### src/shared/btl_pkg.sv
// package for the basic trigger and key lockout controller
package btl_pkg;

    // ****************************************************************
    // timing
    // ****************************************************************
    localparam int unsigned CLK_HZ       = 20_000_000;
    localparam int unsigned TICK_MS      = 1;
    // cycles per 1 ms timer tick
    localparam int unsigned TICK_CYCLES  = CLK_HZ / 1000 * TICK_MS;
    localparam logic [14:0] TICK_LAST    = 15'(TICK_CYCLES - 1);

    // ****************************************************************
    // interval limits in ms ticks
    // ****************************************************************
    localparam logic [26:0] IVAL_MIN     = 27'h0000001;   // 0.001 s
    localparam logic [26:0] IVAL_MAX     = 27'h5F5E0FF;   // 99999.999 s
    localparam logic [26:0] IVAL_RESET   = 27'h0000064;   // 0.1 s

    // ****************************************************************
    // enumerations and carriers
    // ****************************************************************
    typedef enum logic [2:0]
    {
        SRC_FREE,
        SRC_KEY,
        SRC_IFACE,
        SRC_REAR,
        SRC_IVAL
    } btl_src_type;

    typedef enum logic
    {
        MODE_REPEAT,
        MODE_SINGLE
    } btl_mode_type;

    typedef enum logic
    {
        FRONT_TRIGGER_KEY_ADVANCED,
        FRONT_TRIGGER_KEY_BASIC
    } btl_front_trigger_key_type;

    // one decoded host command, each strobe a one-cycle pulse
    typedef struct packed
    {
        logic         serial_port;   // command came in over the serial port
        logic         enter_remote;
        logic         go_local;
        logic         set_lockout;
        logic         lockout_val;
        logic         select_basic;
        logic         select_adv;
        logic         set_mode;
        btl_mode_type mode_val;
        logic         set_src;
        btl_src_type  src_val;
        logic         set_ival;
        logic [26:0]  ival_val;       // interval in ms ticks
        logic         bus_trigger;    // *TRG or GET
    } btl_cmd_type;

    // interlock cable sense
    typedef struct packed
    {
        logic cable_at_unit;
        logic cable_at_fixture;
        logic lid_closed;
    } btl_ilk_type;

    localparam logic [1:0] ARMED_RESET = 2'h0;

endpackage

### src/hdl/btl_ctrl.sv
// basic trigger, front key lockout and interlock reporting controller
// ********************************************************************
// Overview of operation
// [RQ1] lockout on and remote: keys dead
// [RQ2] lockout off: keys live in remote
// [RQ3] lockout command taken only while remote
// [RQ4] leaving remote frees keys, keeps setting
// [RQ5] lockout command only via serial port
// [RQ6] select-basic leaves advanced triggering
// [RQ7] select-basic while basic changes nothing
// [RQ8] repeating mode: after event, trigger continuously
// [RQ9] single mode: one reading per event; code holds at most one waiting event and drops others meanwhile
// [RQ10] free source: readings continuous at once
// [RQ11] trigger key honoured only in local
// [RQ12] bus trigger command counts as event
// [RQ13] rear input pulse is an event
// [RQ14] interval source: reading per expiry
// [RQ15] interval 1 ms to 99999999 ms, default 100
// [RQ16] interlock reports 1 closed/absent, 0 open
// [RQ17] cable absent: lid and switches unknown
// [RQ18] enter remote via serial, lock if enabled
// [RQ19] interval timer counts whole milliseconds
// ********************************************************************
module btl_ctrl
    import btl_pkg::*;
(
    // clock and reset
    input  wire logic         i_ref_clk,
    input  wire logic         i_rst_b,
    // host command decoder
    input  wire btl_cmd_type  i_cmd,
    // front panel and rear pins
    input  wire logic         i_key_front_trigger_key,      // front_trigger_key, async
    input  wire logic         i_rear_front_trigger_key,     // rear_trigger_input, async
    input  wire btl_ilk_type  i_ilk,           // interlock sense, async
    // measurement engine
    input  wire logic         i_reading_done,  // reading finished
    // status
    output logic              o_remote,
    output logic              o_keys_enabled,
    output logic              o_key_lockout_setting,
    output logic              o_basic_active,
    output logic              o_single_per_event_mode,
    output logic [2:0]        o_src,
    output logic [26:0]       o_ival,
    output logic              o_interlock_ok,
    output logic              o_fixture_known,
    // trigger out
    output logic              o_front_trigger_key
);

    // ****************************************************************
    // pin synchronisers
    // ****************************************************************
    logic [2:0] key_s_q;
    logic [2:0] rear_s_q;
    logic [2:0] ilk_s0_q;
    logic [2:0] ilk_s1_q;
    logic [2:0] ilk_s2_q;
    logic       key_lvl_q;
    logic       rear_lvl_q;
    logic [2:0] ilk_lvl_q;

    // three stages, a change counts once stages two and three agree
    always_ff @(posedge i_ref_clk or negedge i_rst_b)
    begin
        if (!i_rst_b)
        begin
            key_s_q  <= 3'h0;
            rear_s_q <= 3'h0;
            ilk_s0_q <= 3'h0;
            ilk_s1_q <= 3'h0;
            ilk_s2_q <= 3'h0;
        end
        else
        begin
            key_s_q  <= {key_s_q[1:0], i_key_front_trigger_key};
            rear_s_q <= {rear_s_q[1:0], i_rear_front_trigger_key};
            ilk_s0_q <= i_ilk;
            ilk_s1_q <= ilk_s0_q;
            ilk_s2_q <= ilk_s1_q;
        end
    end

    wire       key_agree  = key_s_q[1] == key_s_q[2];
    wire       rear_agree = rear_s_q[1] == rear_s_q[2];
    wire [2:0] ilk_agree  = ~(ilk_s1_q ^ ilk_s2_q);

    // filtered levels; edges are taken from these, not the first stage
    always_ff @(posedge i_ref_clk or negedge i_rst_b)
    begin
        if (!i_rst_b)
        begin
            key_lvl_q  <= 1'b0;
            rear_lvl_q <= 1'b0;
            ilk_lvl_q  <= 3'h0;
        end
        else
        begin
            key_lvl_q  <= key_agree ? key_s_q[2] : key_lvl_q;
            rear_lvl_q <= rear_agree ? rear_s_q[2] : rear_lvl_q;
            ilk_lvl_q <= (ilk_agree & ilk_s2_q) | (~ilk_agree & ilk_lvl_q);
        end
    end

    logic key_prev_q;
    logic rear_prev_q;
    wire  key_press  = key_lvl_q & ~key_prev_q;
    wire  rear_pulse = rear_lvl_q & ~rear_prev_q;

    // ****************************************************************
    // remote state and key lockout
    // ****************************************************************
    logic remote_q;
    logic lockout_q;
    wire  ser = i_cmd.serial_port;                    // RQ5
    wire  lock_take = i_cmd.set_lockout & ser & remote_q;   // RQ3 RQ5
    wire  remote_d  = (i_cmd.enter_remote & ser) ? 1'b1 :    // RQ18
                      (i_cmd.go_local & ser)     ? 1'b0 :     // RQ4
                      remote_q;
    wire  lockout_d = lock_take ? i_cmd.lockout_val : lockout_q;
    // keys die only with both remote and lockout
    wire  keys_d    = ~(remote_d & lockout_d);                // RQ1 RQ2 RQ4

    always_ff @(posedge i_ref_clk or negedge i_rst_b)
    begin
        if (!i_rst_b)
        begin
            remote_q  <= 1'b0;
            lockout_q <= 1'b0;
        end
        else
        begin
            remote_q  <= remote_d;
            lockout_q <= lockout_d;                          // RQ4
        end
    end

    // ****************************************************************
    // trigger configuration
    // ****************************************************************
    btl_front_trigger_key_type front_trigger_key_q;
    btl_mode_type mode_q;
    btl_src_type  src_q;
    logic [26:0]  ival_q;

    // out-of-range interval is refused and the old one kept
    wire ival_ok = (i_cmd.ival_val >= IVAL_MIN) && (i_cmd.ival_val <= IVAL_MAX); // RQ15
    wire cfg_chg = (i_cmd.set_mode && i_cmd.mode_val != mode_q) ||
                   (i_cmd.set_src && i_cmd.src_val != src_q) ||
                   (i_cmd.set_ival && ival_ok && i_cmd.ival_val != ival_q);
    // entering basic restarts the trigger machine; re-select does nothing
    wire enter_basic = i_cmd.select_basic && front_trigger_key_q != FRONT_TRIGGER_KEY_BASIC; // RQ6 RQ7

    always_ff @(posedge i_ref_clk or negedge i_rst_b)
    begin
        if (!i_rst_b)
        begin
            front_trigger_key_q <= FRONT_TRIGGER_KEY_BASIC;
            mode_q <= MODE_REPEAT;
            src_q  <= SRC_FREE;
            ival_q <= IVAL_RESET;                            // RQ15
        end
        else
        begin
            if (enter_basic)
                front_trigger_key_q <= FRONT_TRIGGER_KEY_BASIC;                        // RQ6
            else if (i_cmd.select_adv)
                front_trigger_key_q <= FRONT_TRIGGER_KEY_ADVANCED;
            mode_q <= i_cmd.set_mode ? i_cmd.mode_val : mode_q;
            src_q  <= i_cmd.set_src ? i_cmd.src_val : src_q;
            ival_q <= (i_cmd.set_ival && ival_ok) ? i_cmd.ival_val : ival_q; // RQ15
        end
    end

    // ****************************************************************
    // millisecond tick and interval timer
    // ****************************************************************
    logic [14:0] tick_cnt_q;
    logic [26:0] ival_cnt_q;
    wire         tick     = tick_cnt_q == TICK_LAST;          // RQ19
    wire         ival_run = front_trigger_key_q == FRONT_TRIGGER_KEY_BASIC && src_q == SRC_IVAL;
    wire         ival_exp = ival_run && tick && ival_cnt_q >= ival_q - 27'h1; // RQ14

    always_ff @(posedge i_ref_clk or negedge i_rst_b)
    begin
        if (!i_rst_b)
        begin
            tick_cnt_q <= 15'h0;
            ival_cnt_q <= 27'h0;
        end
        else
        begin
            tick_cnt_q <= tick ? 15'h0 : tick_cnt_q + 15'h1;
            if (!ival_run || cfg_chg || ival_exp)
                ival_cnt_q <= 27'h0;
            else if (tick)
                ival_cnt_q <= ival_cnt_q + 27'h1;            // RQ19
        end
    end

    // ****************************************************************
    // event selection and trigger generation
    // ****************************************************************
    logic event_w;
    always_comb
    begin
        unique case (src_q)
            SRC_FREE:  event_w = 1'b1;                       // RQ10
            SRC_KEY:   event_w = key_press & ~remote_q;      // RQ11
            SRC_IFACE: event_w = i_cmd.bus_trigger;          // RQ12
            SRC_REAR:  event_w = rear_pulse;                 // RQ13
            SRC_IVAL:  event_w = ival_exp;                   // RQ14
            default:   event_w = 1'b0;
        endcase
    end

    // armed: repeating mode has seen its event; pend: single event waiting
    logic armed_q;
    logic pend_q;
    logic busy_q;
    wire  basic   = front_trigger_key_q == FRONT_TRIGGER_KEY_BASIC;
    wire  repeat_go = basic && mode_q == MODE_REPEAT && (armed_q || event_w); // RQ8
    wire  single_go = basic && mode_q == MODE_SINGLE && (pend_q || event_w);  // RQ9
    wire  fire    = !busy_q && (repeat_go || single_go);

    always_ff @(posedge i_ref_clk or negedge i_rst_b)
    begin
        if (!i_rst_b)
        begin
            key_prev_q  <= 1'b0;
            rear_prev_q <= 1'b0;
            armed_q     <= 1'b0;
            pend_q      <= 1'b0;
            busy_q      <= 1'b0;
        end
        else
        begin
            key_prev_q  <= key_lvl_q;
            rear_prev_q <= rear_lvl_q;
            if (!basic || enter_basic || cfg_chg)
                armed_q <= 1'b0;
            else if (mode_q == MODE_REPEAT && event_w)
                armed_q <= 1'b1;                             // RQ8
            // event while busy is held, one reading later; one arriving as the held event fires is dropped
            if (!basic || enter_basic || cfg_chg)
                pend_q <= 1'b0;
            else if (mode_q == MODE_SINGLE && event_w && busy_q)
                pend_q <= 1'b1;                              // RQ9
            else if (fire)
                pend_q <= 1'b0;
            busy_q <= fire ? 1'b1 : (i_reading_done ? 1'b0 : busy_q);
        end
    end

    // ****************************************************************
    // registered outputs
    // ****************************************************************
    always_ff @(posedge i_ref_clk or negedge i_rst_b)
    begin
        if (!i_rst_b)
        begin
            o_remote                <= 1'b0;
            o_keys_enabled          <= 1'b1;
            o_key_lockout_setting   <= 1'b0;
            o_basic_active          <= 1'b1;
            o_single_per_event_mode <= 1'b0;
            o_src                   <= 3'h0;
            o_ival                  <= IVAL_RESET;
            o_interlock_ok          <= 1'b1;
            o_fixture_known         <= 1'b0;
            o_front_trigger_key                  <= 1'b0;
        end
        else
        begin
            o_remote                <= remote_d;
            o_keys_enabled          <= keys_d;               // RQ1 RQ2
            o_key_lockout_setting   <= lockout_d;
            o_basic_active          <= front_trigger_key_q == FRONT_TRIGGER_KEY_BASIC;
            o_single_per_event_mode <= mode_q == MODE_SINGLE;
            o_src                   <= src_q;
            o_ival                  <= ival_q;
            // absent cable reads 1; attached needs fixture and closed lid
            o_interlock_ok  <= ~ilk_lvl_q[2] | (ilk_lvl_q[1] & ilk_lvl_q[0]); // RQ16
            o_fixture_known <= ilk_lvl_q[2];                  // RQ17
            o_front_trigger_key          <= fire;
        end
    end

    // ****************************************************************
    // assertions
    // ****************************************************************
    // keys follow the stored remote and lockout state of the same cycle
    property p_lock;
        @(posedge i_ref_clk) disable iff (!i_rst_b)
        (remote_q && lockout_q) |-> !o_keys_enabled;
    endproperty
    a_lock: assert property (p_lock) else $error("keys live under lockout"); // RQ1
    property p_local_keys;
        @(posedge i_ref_clk) disable iff (!i_rst_b)
        (!remote_d || !lockout_d) |=> o_keys_enabled;
    endproperty
    a_local_keys: assert property (p_local_keys) else $error("keys dead"); // RQ2
    property p_lock_needs_remote;
        @(posedge i_ref_clk) disable iff (!i_rst_b)
        (!remote_q && i_cmd.set_lockout) |=> $stable(lockout_q);
    endproperty
    a_lock_needs_remote: assert property (p_lock_needs_remote) else $error("lock in local"); // RQ3
    property p_serial_only;
        @(posedge i_ref_clk) disable iff (!i_rst_b)
        (!i_cmd.serial_port) |=> ($stable(lockout_q) && $stable(remote_q));
    endproperty
    a_serial_only: assert property (p_serial_only) else $error("non-serial change"); // RQ5
    // an event in the same cycle may still arm repeat mode
    property p_basic_noop;
        @(posedge i_ref_clk) disable iff (!i_rst_b)
        (i_cmd.select_basic && basic && !cfg_chg && !event_w) |=> $stable(armed_q);
    endproperty
    a_basic_noop: assert property (p_basic_noop) else $error("reselect changed state"); // RQ7
    property p_free_run;
        @(posedge i_ref_clk) disable iff (!i_rst_b)
        (basic && src_q == SRC_FREE && mode_q == MODE_REPEAT && !busy_q)
            |=> o_front_trigger_key;
    endproperty
    a_free_run: assert property (p_free_run) else $error("free source idle"); // RQ10
    property p_key_local;
        @(posedge i_ref_clk) disable iff (!i_rst_b)
        (src_q == SRC_KEY && remote_q && mode_q == MODE_SINGLE && !pend_q) |=> !o_front_trigger_key;
    endproperty
    a_key_local: assert property (p_key_local) else $error("key honoured in remote"); // RQ11
    property p_ilk;
        @(posedge i_ref_clk) disable iff (!i_rst_b)
        (!ilk_lvl_q[2]) |=> (o_interlock_ok && !o_fixture_known);
    endproperty
    a_ilk: assert property (p_ilk) else $error("absent cable misreported"); // RQ16 RQ17
    property p_ival_range;
        @(posedge i_ref_clk) disable iff (!i_rst_b)
        ##1 (ival_q >= IVAL_MIN && ival_q <= IVAL_MAX);
    endproperty
    a_ival_range: assert property (p_ival_range) else $error("interval out of range"); // RQ15

endmodule

### config.mk
export PLATFORM = sky130hd
export DESIGN_NAME = btl_ctrl
export DESIGN_NICKNAME = d
export VERILOG_FILES = /design/src/shared/btl_pkg.sv /design/src/hdl/btl_ctrl.sv
export SDC_FILE = /design/constraint.sdc
export NUM_CORES = 1
export LEC_CHECK = 0
export BUFFER_PORTS_ARGS = -buffer_cell sky130_fd_sc_hd__buf_2
export CAP_MARGIN = 40
export CORE_ASPECT_RATIO = 1.4
export CORE_MARGIN = 5
export CORE_UTILIZATION = 33
export CTS_BUF_LIST = sky130_fd_sc_hd__clkbuf_4
export DETAILED_ROUTE_END_ITERATION = 8
export SETUP_SLACK_MARGIN = 0.2
export SYNTH_ARGS = -nofsm -noshare
export SYNTH_HDL_FRONTEND = slang
export SYNTH_SLANG_ARGS = --single-unit
### constraint.sdc
create_clock -name i_ref_clk -period 4.4 [get_ports i_ref_clk]
set_input_delay 0.22 -clock i_ref_clk [delete_from_list [all_inputs] [get_ports i_ref_clk]]
set_output_delay 0.22 -clock i_ref_clk [all_outputs]
set_load 0.01 [all_outputs]
# Yosys cells after proc, flatten, opt, wreduce, memory -nomap -nowiden
# Cells that the tools add are included.
[word_totals]
latch_bits = 0
n_memories = 0
regBits = 137
mem_bits_ro = 0
output_inout_bits = 38
ramBits = 0
wordCells = 119
[classes]
reduce_logical = 35
eq_ne = 10
order_cmp = 3
mux = 16
multipliers = 0
n_bitwise = 23
div_mod_pow = 0
shift = 0
add_sub_neg = 3
[ops]
columns = ["operator", "count"]
rows = [
  ["27-bit 2-to-1 mux", 2],
  ["27-bit by 1-bit adder with 27-bit output (second input constant)", 1],
  ["27-bit by 1-bit greater-or-equal comparator with 1-bit output (second input constant)", 1],
  ["27-bit greater-or-equal comparator", 1],
  ["27-bit less-or-equal comparator (second input constant)", 1],
  ["27-bit != test", 1],
  ["27-bit by 1-bit subtractor with 27-bit output (second input constant)", 1],
  ["1-bit logical AND", 17],
  ["15-bit by 1-bit adder with 15-bit output (second input constant)", 1],
  ["15-bit == test (second input constant)", 1],
  ["15-bit 2-to-1 mux", 1],
  ["1-bit 2-to-1 mux", 12],
  ["1-bit AND", 9],
  ["1-bit logical OR", 9],
  ["2-bit nonzero test", 4],
  ["1-bit inverter", 7],
  ["3-bit AND", 2],
  ["3-bit by 2-bit == test with 1-bit output (second input constant)", 2],
  ["3-bit inverter", 2],
  ["1-bit case mux with 5 select lines", 1],
  ["3-bit by 1-bit == test with 1-bit output (second input constant)", 1],
  ["3-bit == test (second input constant)", 1],
  ["1-bit logical NOT", 3],
  ["3-bit logical NOT", 1],
  ["other kinds (7)", 8],
]

# Depth between registers and ports, before layout
# Gate-level depths: netlist of run 1.
[depth]
ltp_word = 12
ltp_mapped = 17
ltp_nobuf = 16

# Worst setup path after synthesis of run 1
# No wires, ideal clock.
[synth_timing]
path_type = "register -> register"
from = "reg ival_q[2]"
to = "reg ival_cnt_q[0]"
path_slack_ns = 0.394
setup_ns = 0.121
arrival_time_ns = 3.885
stages_incl_launch_ff = 18
n_path_buf = 2
period_less_slack_ns = 4.006
path_cell_list = "dfstp_2 buf_6 nor4_4 and3_1 nand2_1 or4_4 or3_4 nor3b_2 xnor2_1 ha_1 nand4_1 nor4_1 and4_1 a21boi_0 o21ai_0 nand4_1 buf_2 nor2_1"
[synth_between]
elab_chain_cells = 6
[synth_rtl]
columns = ["item", "line", "rtl"]
rows = [
  ["start: declaration", "btl_ctrl.sv:145", "logic [26:0] ival_q;"],
  ["start signal: assignment", "btl_ctrl.sv:172", "ival_q <= (i_cmd.set_ival && ival_ok) ? i_cmd.ival_val : ival_q;"],
  ["parallel branches: the longest is 4 deep, another holds 27-bit by 1-bit subtractor with 27-bit output", "n/a", ""],
  ["1-bit logical OR (*)", "btl_ctrl.sv:195", "if (!ival_run || cfg_chg || ival_exp)"],
  ["27-bit 2-to-1 mux or 2-bit nonzero test (tied branches)", "n/a", ""],
  ["end signal: assignment", "btl_ctrl.sv:198", "ival_cnt_q <= ival_cnt_q + 27'h1;"],
  ["end: declaration", "btl_ctrl.sv:180", "logic [26:0] ival_cnt_q;"],
]
# Every way passes the cells marked *.
# A chain may end at the register's enable or synchronous reset.

# Worst setup path in the final report of run 1
[layout_timing]
from = "reg ival_q[7]"
to = "reg pend_q"
[layout_between]
elab_chain_cells = 9
[layout_rtl]
columns = ["item", "line", "rtl"]
rows = [
  ["27-bit by 1-bit subtractor with 27-bit output", "btl_ctrl.sv:183", "wire ival_exp = ival_run && tick && ival_cnt_q >= ival_q - 27'h1;"],
  ["27-bit greater-or-equal comparator", "btl_ctrl.sv:183", ""],
  ["1-bit logical AND", "btl_ctrl.sv:183", ""],
  ["1-bit case mux with 5 select lines", "btl_ctrl.sv:208", "unique case (src_q)"],
  ["1-bit logical OR, on equally long branches", "btl_ctrl.sv:223, btl_ctrl.sv:224", ""],
  ["1-bit logical AND, on equally long branches", "btl_ctrl.sv:223, btl_ctrl.sv:224", ""],
  ["1-bit logical OR", "btl_ctrl.sv:225", "wire fire = !busy_q && (repeat_go || single_go);"],
  ["1-bit logical AND", "btl_ctrl.sv:225", ""],
  ["3-bit nonzero test (no source line)", "n/a", ""],
  ["end signal: assignment", "btl_ctrl.sv:234", "pend_q <= 1'b0;"],
  ["end signal: assignment", "btl_ctrl.sv:247", "pend_q <= 1'b0;"],
  ["end signal: assignment", "btl_ctrl.sv:249", "pend_q <= 1'b1;"],
  ["end: declaration", "btl_ctrl.sv:220", "logic pend_q;"],
]
# Several ways; a longest one is shown, not always the timed one.

==> reports/qor.csv, run 1 <==
stage;metric;value;unit
synth;synth_top_area_share;48.59;%
synth;synthTopCellsByCount;127 x dfrtp_1, 56 x nor2_1, 48 x xnor2_1;
pwr;irDropWorstVdd;0.1324;mV
final_layout;final_area;0.008235;mm²
global_routing;grt_overflow;0;
placed_design;dp_hpwl;10700;µm
hold_path;min_to;o_keys_enabled;
detailed_routing;detail_route.wl_per_cell;15.06;µm
placed_design;dp_slack;0.1030;ns
detailed_routing;wl;14880;µm
clock_network;cts_tree;done;
sta;clock.fmax;249.8;MHz
pwr;leakage;0.003435;µW
synth;synth_seq_area_share;52.61;%
pwr;p_per_area;343.7;mW/mm²
critical_path;r2r_start;ival_q[7];
critical_path;worstPathRequired;4.83;ns
synth;ys_warn_count;0;
hold_path;min_path_type;in -> reg;
clock_network;htreeDepth;4;
global_routing;grt_pass1_wl;24860;µm
global_routing;antenna_found_initial;1;
critical_path;ff2ff_path_depth;14;
detailed_routing;avgViaCountPerCell;4.815;
synth;avgSynthCellArea;11.53;µm²
sta;finalSetupViolations;0;
sta;worstMarginPinSlew;0.5165;ns
sta;finalHoldViolCount;0;
clock_network;clockBufferDepth;2;
synth;synthFlopType;dfrtp_1;
critical_path;arrival;4.43;ns
synth;yosysMostFrequentCell;dfrtp_1;
detailed_routing;first_pass_iters;4;
final_layout;fin_util;41.82;%
global_routing;grt_pass1_vias;4975;
detailed_routing;drt-initial-drc-count;218;
global_routing;grt_max_degree;64;
sta;relSlewSlack;65.57;%
sta;period_share;91.00;%
critical_path;crit_fanout;6;
final_layout;nNetsFinal;802;
clock_network;cts_made_buffers;17;
sta;rsz0062_at_grt;yes;
sta;drv_slew;0;
sta;fin_skew;0.01587;ns
synth;synth-edff-count;0;
clock_network;clkLatencyLatePin;0.53;ns
synth;netlist_top_cells_area;dfrtp_1 49%, xnor2_1 6.4%, xor2_1 6.2%;
outcome;status;finished, final reports clean;
hold_path;hold_depth;4;
detailed_routing;vias;4757;
sta;fin_ws;0.3961;ns
clock_network;cts.clk_slew.worst_paths;0.13;ns
floorplan;row_count;61;
synth;syn-cell-area;0.006540;mm²
synth;synth-seq-cells;137;
sta;period_needed;4.004;ns
detailed_routing;ant_nets;0;
final_layout;layout-drive-gt1-share;26.67;%
synth;synth_cells;567;
floorplan;die_w;129.0;µm
final_layout;syn_to_final_growth;25.92;%
detailed_routing;drc;0;
sta;setup_tns;0;ns
placed_design;io_buffers;87;
floorplan;dieHeight;176.6;µm
hold_path;hp-start;i_cmd[38];
synth;yosys.area.top_type;dfrtp_1;
synth;synthArstFlopShare;100.0;%
final_layout;final_cells;988;
floorplan;initial_core_util;33.21;%
clock_network;cts_root_buf;clkbuf_4;
critical_path;timing.reg2reg.setup_slack;0.40;ns
synth;synthDistinctLibCells;53;
critical_path;end_kind;register;
global_routing;track_usage;13.76;%
critical_path;path_class;reg -> reg;
placed_design;dp.cells;903;
critical_path;reg2reg_to;pend_q;
critical_path;start_kind;register;
placed_design;place_area;0.007343;mm²
placed_design;gp_routability_congestion;0.8001;
floorplan;io_pins;88;
synth;syn_nets;647;
flow_run;maxCapViolCount;0;
floorplan;dieArea;0.02277;mm²
floorplan;core;0.01969;mm²
clock_network;cts_num_sinks;137;
## final cells by class
cell class | instances | area (µm²)
Antenna cell | 1 | 2.502
Clock buffer | 17 | 127.6
Clock inverter | 15 | 202.7
Fill cell | 1886 | 11460
Inverter | 7 | 26.28
Multi-Input combinational cell | 411 | 3065
Sequential cell | 137 | 3443
Tap cell | 252 | 315.3
Timing Repair Buffer | 148 | 1052
## stage by stage
step           hold WS [ns]  power (µW)
2_1_floorplan      -0.07559        1691
3_3_place_gp         0.3290        1877
3_5_place_dp         0.1334        1882
4_1_cts             0.01322        2865
5_1_grt             0.03966        2989
6_report            0.06626        2830
## per-layer routing
layer	routed length [µm]	global-route usage, %	up-vias
met5	0	0	-
met4	418	6.392	0
met3	523	2.663	34
met2	7677	23.05	91
met1	6261	16.96	2321
li1	-	-	2311
## where the power goes
part           total (µW)  leakage, µW  switching (µW)  internal, µW
registers            1470      0.00168            97.8          1370
clock network         927     0.000161             476           451
logic                 437      0.00159             215           221
## sequential cells by signal (all words and copies together), names as in the netlist, 3 cells and up, named ones only
signal / cells
ival_q: 27
ival_cnt_q: 27
ilk_s0_q: 3
rear_s_q: 3
tick_cnt_q: 15
o_src: 3
ilk_s2_q: 3
o_ival: 27
key_s_q: 3
ilk_s1_q: 3
src_q: 3
## repair_timing
| item | in CTS | in global routing |
|---|---|---|
| hold endpoints to repair | 133 | 0 |
| endpoints found under the setup margin | 30 | 31 |
| buffers inserted | 0 | 4 |
| hold buffers | 48 | 0 |
| pin swaps | 0 | 3 |
| gates resized for setup | 3 | 10 |
## critical path, stage by stage, from the launching register on
cell	delay (ns)
dfrtp_1	0.47
nor3_1	0.34
nand4_1	0.22
or3_1	0.37
or2_1	0.26
or4_1	0.43
xor2_1	0.17
ha_1	0.28
nand4_1	0.13
nor4_2	0.30
and4_1	0.22
a21boi_4	0.20
o21ai_2	0.11
a32o_1	0.25
o21a_1	0.16
## kinds of logic (layout without fill, tap and decap cells)
family                     after synthesis  count (layout)  synth area share, %
AOI/OAI and AO/OA                       42              42                4.037
xor gates and xnor gates                94              94                12.59
adders and majority gates               35              35                6.505
buffers and inverters                   19             187                1.301
DFF                                    137             137                52.61
muxes                                   32              32                5.472
other                                    0               1                    0
and+or+nand+nor                        208             208                17.49
## worst max-delay path by stage
stage                                 to      start  cells past startpoint  slack, ns
after floorplan            ival_cnt_q[0]  ival_q[2]                     17       0.39
after global placement            pend_q  ival_q[3]                     15       0.26
after detailed placement          pend_q  ival_q[3]                     15       0.10
after CTS                         busy_q  ival_q[3]                     15       0.20
after global routing      ival_cnt_q[14]  ival_q[7]                     16       0.17
final                             pend_q  ival_q[7]                     14       0.40
## cells in the final DEF (no fill, tap or decap), types with 3 or more instances in the layout
| cell | count |
|---|---|
| nor2_1 | 56 |
| nand2_1 | 42 |
| nor2_2 | 3 |
| and4_1 | 4 |
| o21ai_0 | 8 |
| or3_1 | 4 |
| and2_1 | 3 |
| inv_1 | 7 |
| xnor2_1 | 48 |
| dfstp_2 | 10 |
| buf_4 | 11 |
| clkinvlp_4 | 4 |
| or4_1 | 3 |
| a21oi_1 | 15 |
| xor2_1 | 46 |
| buf_2 | 86 |
| dfrtp_1 | 125 |
| nor3_1 | 9 |
| nand3_1 | 18 |
| ha_1 | 29 |
| nand4_1 | 28 |
| maj3_1 | 5 |
| and3_1 | 3 |
| bufinv_16 | 4 |
| nor4_2 | 3 |
| mux2_2 | 30 |
| clkbuf_4 | 17 |
| nor4_4 | 3 |
| dlygate4sd3_1 | 48 |
| nor4_1 | 10 |
| clkinv_4 | 5 |
Note: power is estimated with default switching activity, not from simulation.
==> run 2, diff against run 1 <==
- CORE_MARGIN: 5 -> 4
==> run 2 against run 1 <==
  * Global-route usage is 0.59 points higher
  * Final cell count is 0.20% higher
  * First-iteration DRC count is 19% higher
  * Clock power is 2.2% higher
  * Critical path depth is 1 higher
==> reports/qor.csv, run 2 (synthesis results as in run 1) <==
stage;metric;value;unit
final_layout;mostFrequentLayoutCell;dfrtp_1;
floorplan;io_pins;88;
critical_path;reg2reg_to;pend_q;
sta;worstMarginPinSlew;0.5221;ns
placed_design;io_buffers;87;
global_routing;grt_overflow;0;
sta;fin_ws;0.3679;ns
detailed_routing;wl_met3;478;µm
pwr;p_per_area;344.9;mW/mm²
clock_network;clockBufferDepth;2;
detailed_routing;drc;0;
detailed_routing;wirelength_met1;6396;µm
floorplan;row_count;60;
detailed_routing;detail_route.wl_per_cell;15.32;µm
critical_path;path_class;reg -> reg;
pwr;irDropWorstVdd;0.1668;mV
pwr;leakage;0.003466;µW
critical_path;start_kind;register;
global_routing;grt_max_degree;94;
placed_design;gp_routability_congestion;0.7951;
clock_network;clkLatencyLatePin;0.58;ns
floorplan;initial_core_util;33.77;%
detailed_routing;vias;4730;
final_layout;nNetsFinal;808;
final_layout;layout-drive-gt1-share;27.26;%
sta;period_needed;4.032;ns
global_routing;antenna_found_initial;1;
clock_network;cts_tree;done;
critical_path;arrival;4.49;ns
floorplan;core;0.01937;mm²
detailed_routing;met2_length;7909;µm
critical_path;ff2ff_path_depth;15;
clock_network;cts.clk_slew.worst_paths;0.13;ns
sta;finalHoldViolCount;0;
floorplan;dieArea;0.02217;mm²
sta;period_share;91.64;%
sta;setup_tns;0;ns
detailed_routing;ant_nets;0;
outcome;status;finished, final reports clean;
critical_path;end_kind;register;
clock_network;cts_made_buffers;17;
detailed_routing;avgViaCountPerCell;4.778;
final_layout;nFillCells;1858;
global_routing;track_usage;14.35;%
critical_path;crit_fanout;5;
sta;clock.fmax;248.0;MHz
hold_path;min_to;o_keys_enabled;
clock_network;cts_root_buf;clkbuf_4;
clock_network;htreeDepth;4;
floorplan;dieHeight;174.6;µm
final_layout;multiInputGateArea;0.003062;mm²
sta;drv_slew;0;
detailed_routing;drt-initial-drc-count;260;
sta;finalSetupViolations;0;
final_layout;top_regs;ival_cnt_q x27, ival_q x27, o_ival x27;
detailed_routing;top_layer_used;met4;
global_routing;grt_pass1_wl;25210;µm
final_layout;seq_area;0.003445;mm²
hold_path;hp-start;i_cmd[41];
final_layout;mostFrequentLayoutCells;124 x dfrtp_1, 86 x buf_2, 55 x nor2_1, 50 x dlygate4sd3_1, 48 x xnor2_1;
critical_path;r2r_start;ival_q[2];
sta;rsz0062_at_grt;yes;
sta;relSlewSlack;64.87;%
hold_path;hold_depth;4;
flow_run;maxCapViolCount;0;
clock_network;cts_num_sinks;137;
final_layout;syn_to_final_growth;26.63;%
placed_design;dp_hpwl;10870;µm
placed_design;dp_slack;0.06651;ns
detailed_routing;first_pass_iters;4;
global_routing;grt_pass1_vias;4991;
sta;fin_hold_ws;0.04985;ns
hold_path;min_path_type;in -> reg;
sta;fin_skew;0.02346;ns
critical_path;worstPathRequired;4.85;ns
floorplan;die_w;127.0;µm
critical_path;timing.reg2reg.setup_slack;0.37;ns
detailed_routing;wl;15160;µm
==> run 2: area by class of cell <==
type                    instances  area share, %
flip-flops and latches        137          41.59
well taps                     248          3.747
repair buffers                154          13.31
clock inverters                14          2.402
diodes                          1        0.03022
clock buffers                  18          1.632
inverters                       7         0.3173
multi-input cells             411          36.97
==> run 2: worst max-delay path, stage by stage, from the launching register on <==
cell and delay (ns):
dfstp_2 0.43, nor4_4 0.34, and3_1 0.23, nand2_1 0.09, or4_4 0.46, or3_4 0.37, nor2_2 0.10, xnor2_1 0.08
ha_1 0.32, nand4_1 0.16, nor4_2 0.36, and4_1 0.24, a21boi_4 0.20, o21ai_2 0.11, a32o_1 0.25, o21a_1 0.16
==> run 2: metal layers <==
metal  track usage, %  vias to the layer above
met3            2.997                       27
met5                0                        -
met4            6.038                        0
met2            25.22                       73
li1                 -                     2317
met1            16.86                     2313
==> run 2: stage by stage <==
stage / instances / instance area [µm²] / util (%) / power (µW)
CTS: 983 / 8200 / 42.34 / 2896
floorplan: 567 / 6540 / - / 1691
global route: 990 / 8282 / 42.76 / 3008
finish: 990 / 8282 / 42.76 / 2857
detailed placement: 901 / 7353 / 37.97 / 1889
global placement: 900 / 7326 / 37.82 / 1885
==> run 2: power by group <==
| part | switching (µW) | leakage [µW] | internal [µW] |
|---|---|---|---|
| Sequential | 95.6 | 0.00168 | 1370 |
| Clock | 487 | 0.000165 | 460 |
| Combinational | 219 | 0.00162 | 227 |
| Total | 802 | 0.00347 | 2060 |
==> run 2: repair_timing <==
action / CTS / global route
resized for setup: 4 / 9
pin swaps: 1 / 3
hold buffers: 50 / 0
hold endpoints to repair: 168 / 0
buffers inserted: 0 / 6
setup endpoints to repair: 31 / 31
==> run 2: how the worst max path moves through the flow <==
stage,startpoint,to,depth (start not counted)
after CTS,ival_q[3],pend_q,15
after detailed placement,ival_q[7],pend_q,15
after floorplan,ival_q[2],ival_cnt_q[0],17
after global routing,ival_q[2],ival_cnt_q[11],15
after global placement,ival_q[3],pend_q,15
final,ival_q[2],pend_q,15
